File: config.mk
export PLATFORM = sky130hd
export DESIGN_NAME = port_egress_vid_insert_ctrl
export DESIGN_NICKNAME = d
export VERILOG_FILES = /design/src/inc/egress_vid_pkg.sv /design/src/hdl/egress_rank_map.sv /design/src/hdl/port_egress_vid_insert_ctrl.sv
export SDC_FILE = /design/constraint.sdc
export NUM_CORES = 1
export LEC_CHECK = 0
export BUFFER_PORTS_ARGS = -buffer_cell sky130_fd_sc_hd__buf_2
export CAP_MARGIN = 25
export CORE_ASPECT_RATIO = 0.5
export CORE_MARGIN = 4
export CORE_UTILIZATION = 40
export CTS_CLUSTER_SIZE = 12
export DETAILED_ROUTE_END_ITERATION = 16
export HOLD_SLACK_MARGIN = 0.06
export PLACE_DENSITY = 0.79
export RECOVER_POWER = 100
export SETUP_SLACK_MARGIN = 0.1
export SLEW_MARGIN = 15
export SYNTH_ARGS = -nofsm -noshare
export SYNTH_HDL_FRONTEND = slang
export SYNTH_SLANG_ARGS = --single-unit
File: constraint.sdc
create_clock -name sys_clk -period 2.7 [get_ports sys_clk]
set_clock_uncertainty 0.1 [all_clocks]
set_input_delay 0 -clock sys_clk [delete_from_list [all_inputs] [get_ports sys_clk]]
set_output_delay 0 -clock sys_clk [all_outputs]
set_load 0.05 [all_outputs]
File: src/inc/egress_vid_pkg.sv
package egress_vid_pkg;

   // =========================================================
   // Register map
   localparam int num_ports = 5;
   localparam logic [7:0] port1_ctrl_offset = 8'hb0;
   localparam logic [7:0] port2_ctrl_offset = 8'hc0;
   localparam logic [7:0] port3_ctrl_offset = 8'hd0;
   localparam logic [7:0] port4_ctrl_offset = 8'he0;
   localparam logic [7:0] port5_slot_offset = 8'hf0;
   localparam logic [7:0] unmapped_read_value = 8'h00;

   // =========================================================
   // Field layout
   localparam int reserved_one_bit = 7;
   localparam int pass_all_bit = 6;
   localparam int insert_highest_bit = 3;
   localparam int insert_second_highest_bit = 2;
   localparam int insert_second_lowest_bit = 1;
   localparam int insert_lowest_bit = 0;
   localparam logic [7:0] ctrl_write_mask = 8'h4f;
   localparam logic [7:0] ctrl_reset_value = 8'h80;

   // =========================================================
   // Tag format
   localparam logic [15:0] vlan_tpid = 16'h8100;
   localparam logic [2:0] tag_priority = 3'h0;
   localparam logic tag_dei = 1'b0;

   typedef logic [11:0] vlan_id_t;
   typedef logic [2:0] port_num_t;

   typedef struct packed {
      logic wr;
      logic rd;
      logic [7:0] addr;
      logic [7:0] wdata;
   } reg_req_s;

   typedef struct packed {
      logic valid;
      port_num_t src_port;
      port_num_t egress_port;
      logic untagged;
   } frame_query_s;

   typedef struct packed {
      logic valid;
      logic insert;
      logic [31:0] tag_word;
   } insert_result_s;

endpackage : egress_vid_pkg

File: src/hdl/egress_rank_map.sv
`timescale 1ns/100ps
`default_nettype none

module egress_rank_map
(
   // Frame ports, numbered 1 to 5
   input wire egress_vid_pkg::port_num_t src_port,
   input wire egress_vid_pkg::port_num_t egress_port,
   // Insert enable bit that covers this pair
   output logic [1:0] bit_index,
   output logic pair_valid
);
   import egress_vid_pkg::*;

   logic below;

   // Other ports ranked upward, source port skipped
   always_comb
   begin
      below = (src_port < egress_port);
      bit_index = 2'(egress_port - 3'd1 - {2'b00, below});
      pair_valid = (src_port != egress_port) && (src_port != 3'd0)
         && (egress_port != 3'd0) && (src_port <= 3'd5)
         && (egress_port <= 3'd5);
   end

endmodule : egress_rank_map
`default_nettype wire

File: src/hdl/port_egress_vid_insert_ctrl.sv
// Behaviour
// - One control register per port at 0xb0, 0xc0, 0xd0, 0xe0; 0xf0 slot.
// - Bit 6 read/write: one makes the port pass all received frames.
// - Pass-all applies only while mirroring sniffs received traffic only.
// - Bit 3 inserts default VLAN ID toward highest other egress port.
// - Bit 2 inserts default VLAN ID toward second-highest other egress port.
// - Bit 1 inserts default VLAN ID toward second-lowest other egress port.
// - Egress ranking skips the source port itself.
// - Insertion bits act only while the global insertion gate is set.
`timescale 1ns/100ps
`default_nettype none

module port_egress_vid_insert_ctrl
(
   // Clock, reset, enable
   input wire logic sys_clk,
   input wire logic srst,
   input wire logic clk_en,
   // Register access port
   input wire egress_vid_pkg::reg_req_s reg_req,
   output logic [7:0] reg_rdata,
   output logic reg_rvalid,
   // Switch-wide settings
   input wire logic global_insert_en,
   input wire logic rx_sniff_only,
   input wire egress_vid_pkg::vlan_id_t port_default_vlan_id [5],
   // Forwarding decision
   input wire egress_vid_pkg::frame_query_s frame_query,
   output egress_vid_pkg::insert_result_s insert_result,
   // Per-port pass-all and insert enable outputs
   output logic [4:0] pass_all_frames,
   output logic [4:0][3:0] insert_enables
);
   import egress_vid_pkg::*;

   typedef struct packed {
      logic [4:0][7:0] ctrl;
      logic [7:0] rdata;
      logic rvalid;
      insert_result_s result;
      logic [4:0] pass_all;
   } state_s;

   state_s state_reg;
   state_s state_next;

   localparam logic [4:0][7:0] port_offsets = {port5_slot_offset,
      port4_ctrl_offset, port3_ctrl_offset, port2_ctrl_offset,
      port1_ctrl_offset};

   logic [4:0] hit;
   logic [7:0] read_view [5];
   logic [1:0] rank_bit;
   logic rank_ok;

   // ==========================================================
   // Address decode and read view per port
   genvar gi;
   generate
      for (gi = 0; gi < num_ports; gi++)
      begin : g_port
         assign hit[gi] = (reg_req.addr == port_offsets[gi]);
         // Reserved bits forced to their fixed values
         assign read_view[gi] = (state_reg.ctrl[gi] & ctrl_write_mask)
            | (ctrl_reset_value & ~ctrl_write_mask);
      end
   endgenerate

   egress_rank_map u_rank
   (
      .src_port(frame_query.src_port),
      .egress_port(frame_query.egress_port),
      .bit_index(rank_bit),
      .pair_valid(rank_ok)
   );

   // ==========================================================
   // Next state
   always_comb
   begin
      int unsigned src_idx;
      logic [3:0] en_bits;
      vlan_id_t vid;
      src_idx = 0;
      en_bits = 4'h0;
      vid = 12'h000;
      state_next = state_reg;

      // Register writes and reads
      state_next.rvalid = reg_req.rd;
      state_next.rdata = unmapped_read_value;
      for (int i = 0; i < num_ports; i++)
      begin
         if (reg_req.wr && hit[i])
         begin
            state_next.ctrl[i] = (reg_req.wdata & ctrl_write_mask)
               | (ctrl_reset_value & ~ctrl_write_mask);
         end
         if (reg_req.rd && hit[i])
         begin
            state_next.rdata = read_view[i];
         end
      end

      // Pass-all gated by receive-only sniffing
      for (int i = 0; i < num_ports; i++)
      begin
         state_next.pass_all[i] = state_reg.ctrl[i][pass_all_bit]
            && rx_sniff_only;
      end

      // Insertion decision for one frame
      if (frame_query.src_port >= 3'd1 && frame_query.src_port <= 3'd5)
      begin
         src_idx = 32'(frame_query.src_port) - 1;
      end
      en_bits = state_reg.ctrl[src_idx][insert_highest_bit:insert_lowest_bit];
      vid = port_default_vlan_id[src_idx];
      state_next.result.valid = frame_query.valid;
      // Bit 3 highest, 2, 1, 0 lowest other egress
      state_next.result.insert = frame_query.valid && rank_ok
         && global_insert_en
         && frame_query.untagged
         && en_bits[rank_bit];
      state_next.result.tag_word = {vlan_tpid, tag_priority, tag_dei,
         vid};
      if (!state_next.result.insert)
      begin
         state_next.result.tag_word = 32'h0000_0000;
      end
   end

   // ==========================================================
   // State register
   always_ff @(posedge sys_clk)
   begin
      if (srst)
      begin
         state_reg.ctrl <= {num_ports{ctrl_reset_value}};
         state_reg.rdata <= 8'h00;
         state_reg.rvalid <= 1'b0;
         state_reg.result <= '0;
         state_reg.pass_all <= 5'h00;
      end
      else if (clk_en)
      begin
         state_reg <= state_next;
      end
   end

   // ==========================================================
   // Outputs
   assign reg_rdata = state_reg.rdata;
   assign reg_rvalid = state_reg.rvalid;
   assign insert_result = state_reg.result;
   assign pass_all_frames = state_reg.pass_all;
   generate
      for (gi = 0; gi < num_ports; gi++)
      begin : g_out
         assign insert_enables[gi] = state_reg.ctrl[gi][3:0];
      end
   endgenerate

endmodule : port_egress_vid_insert_ctrl
`default_nettype wire

==> impl_metrics.tcl <==
set metrics [dict create \
    fill_cells 721 \
    grt_max_degree 41 \
    regArea_um2 1020 \
    status "completed" \
    stdcell_count 628 \
    dp_hpwl_um 7600 \
    critPathKind "in2reg" \
    cts_tree "built" \
    antenna_found_initial 0 \
    core-area_um2 7600 \
    powerDensity_nw_per_um2 450 \
    yosysTopAreaCell "dfxtp_1" \
    ir_drop_mv 0.262 \
    vias 3259 \
    critPathMaxFanout 6 \
    ant_nets 0 \
    worstSetupStartpointType "input pin" \
    cts_root_buf "clkbuf_16" \
    synthCells 391 \
    die_h_um 71.7 \
    fin_area_um2 4130 \
    rsz0062_at_grt "no" \
    clockBufferDepth 2 \
    cts_buffers 5 \
    r2r.worst_path.cells 5 \
    nets 618 \
    initial_core_util_pct 42.8 \
    htreeDepth 2 \
    p_leak_nw 1.77 \
    synthFlopType "dfxtp_1" \
    worstHoldPathCells 4 \
    pre_cts_ws_ns -0.153 \
    async_flop_share_pct 0 \
    die_x_um 135 \
    dr.pass1.iters 4 \
    critPathCaptureType "register" \
    area_delta_synth_final_pct 27.1 \
    grt_pass1_vias 3130 \
    insertedDiodeCount 0 \
    ys_seq_area_share_pct 31.4 \
    ioPinCount 159 \
    drv_cap 0 \
    overflow 0 \
    drc_errors 0 \
    clock_latency_ns 0.29 \
    wl_per_cell_um 15.9 \
    fmax_mhz 390 \
    final_max_slew_viol_count 0 \
    netlist_area_um2 3250 \
    fin_crit_ns 2.57 \
    place_congestion 0.866 \
    clock-sinks 51 \
    synth.most_common_cell "nor2_1" \
    finalHoldViolCount 0 \
    grt_use_total_pct 19.5 \
    avgViaCountPerCell 5.19 \
    slew-limit-headroom_pct 29.0 \
    placedCellCount 601 \
    synth_warnings 0 \
    clk_pin_slew_ns 0.07 \
    synthTopCellsByArea "dfxtp_1 (31%), buf_4 (10%), mux2i_1 (8.6%), nor2_1 (6.7%), a21oi_1 (4.9%)" \
    dieArea_um2 9720 \
    fin_ws_ns 0.135 \
    yosysTopAreaCellShare_pct 31.4 \
    cp_data_arrival_time_ns 2.65 \
    drive_above_1_share_pct 24.6 \
    synth_top_cells_by_count "nor2_1 (58), dfxtp_1 (51), buf_4 (44)" \
    postLayoutCoreUtil_pct 54.4 \
    multi_input_area_um2 1860 \
    finalSetupViolations 0 \
    r2r_setup_slack_ns 0.74 \
    ys_types 41 \
    ys_seq_elements 51 \
    finalCritPeriodShare_pct 95.0 \
    syn_area_per_cell_um2 8.31 \
    worst_pin_slew_ns 1.06 \
    drt-total-wl_um 10000 \
    placementRows 22 \
    critPathRequiredTime_ns 2.78 \
    drt_iter0_markers 354 \
    grt_first_pass_wirelength_um 15500 \
    io_buffers 135 \
    post_dp_cell_area_um2 3820 \
    synth_edf_count 0 \
    hold_class "in2reg" \
]
-- sequential cells by signal (all words and copies together), names as in the netlist --
name / flops
pass_all_frames: 5
insert_enables: 20
insert_result: 14
reg_rvalid: 1
read_view: 5
reg_rdata: 6
-- where the power goes --
group	switching, W	internal (W)	leakage [nW]
sequential	0.00000368	0.000758	0.412
combinational	0.000277	0.000177	1.29
clock	0.000291	0.000353	0.0723
-- cells by family after synthesis --
group	synth area share, %
simple gates	18.2
compound gates	21.4
buf+inv	14.0
flops	31.4
mux	11.3
fa+ha+maj	3.08
other cells	0.115
xor+xnor	0.501
-- final cells by class --
class | instances | area share (%)
Sequential cell | 51 | 24.7
Tap cell | 108 | 3.27
Inverter | 7 | 0.636
Clock inverter | 3 | 0.666
Clock buffer | 5 | 3.03
Timing Repair Buffer | 168 | 22.7
Multi-Input combinational cell | 286 | 45.0
-- worst max-delay path: stages --
cell and delay [ns]:
buf_2 0.09, inv_1 0.04, ha_1 0.29, nor2b_1 0.13, o21ai_1 0.17, nand2b_1 0.10, ha_2 0.21, xnor2_4 0.19
mux4_2 0.52, mux2_4 0.29, o2111ai_2 0.34, clkbuf_16 0.23, o21ai_2 0.06
-- through the flow --
step / TNS (ns) / hold slack, ns / total power (W)
finish: 0 / 0.0588 / 0.00186
global route: 0 / 0.0958 / 0.00194
CTS: 0 / 0.0600 / 0.00187
detailed placement: -1.49 / 0.195 / 0.00120
global placement: -0.557 / 0.184 / 0.00120
floorplan: 0 / 0.0439 / 0.00109
-- timing repair --
action / CTS / global route
endpoints found under the setup margin: 0 / 13
hold buffers: 18 / 0
buffers inserted: 0 / 0
gates resized for setup: 0 / 10
hold endpoints to repair: 39 / 0
-- routing by layer --
metal	routed length (um)	global-route usage [%]
met1	4120	24.2
met4	93	3.80
met2	4880	34.8
met5	0	0
met3	909	4.98
-- path summary, 6_finish.rpt --
path	startpoint	endpoint
max	frame_query[2]	insert_result[3]
min	port_default_vlan_id[59]	insert_result[11]
max reg2reg	insert_enables[14]	insert_result[3]
min reg2reg	insert_result[5]	insert_result[5]
-- cell usage in the layout, fill, tap and decap left out, types with 2 or more instances in the layout --
| cell type | synthesis | routed |
|---|---|---|
| a22oi_1 | 17 | 17 |
| o21ai_1 | 0 | 3 |
| buf_2 | 0 | 85 |
| nor2_1 | 58 | 58 |
| dlygate4sd3_1 | 0 | 18 |
| dfxtp_1 | 51 | 51 |
| a311oi_1 | 5 | 5 |
| o21ai_0 | 18 | 15 |
| nor3_1 | 1 | 3 |
| mux2i_1 | 28 | 28 |
| inv_1 | 7 | 7 |
| conb_1 | 1 | 20 |
| nand3_1 | 12 | 12 |
| mux4_2 | 1 | 3 |
| and2_1 | 2 | 2 |
| or4_1 | 5 | 5 |
| nand2_1 | 23 | 23 |
| clkbuf_1 | 18 | 50 |
| nor2b_1 | 3 | 3 |
| o32a_1 | 12 | 12 |
| nand4_1 | 2 | 2 |
| clkbuf_16 | 0 | 6 |
| nand2b_1 | 11 | 11 |
| a21oi_1 | 32 | 32 |
| buf_4 | 44 | 13 |
| ha_1 | 8 | 7 |
| o21ai_2 | 9 | 9 |
No activity file was read; power rests on OpenSTA's default activity.
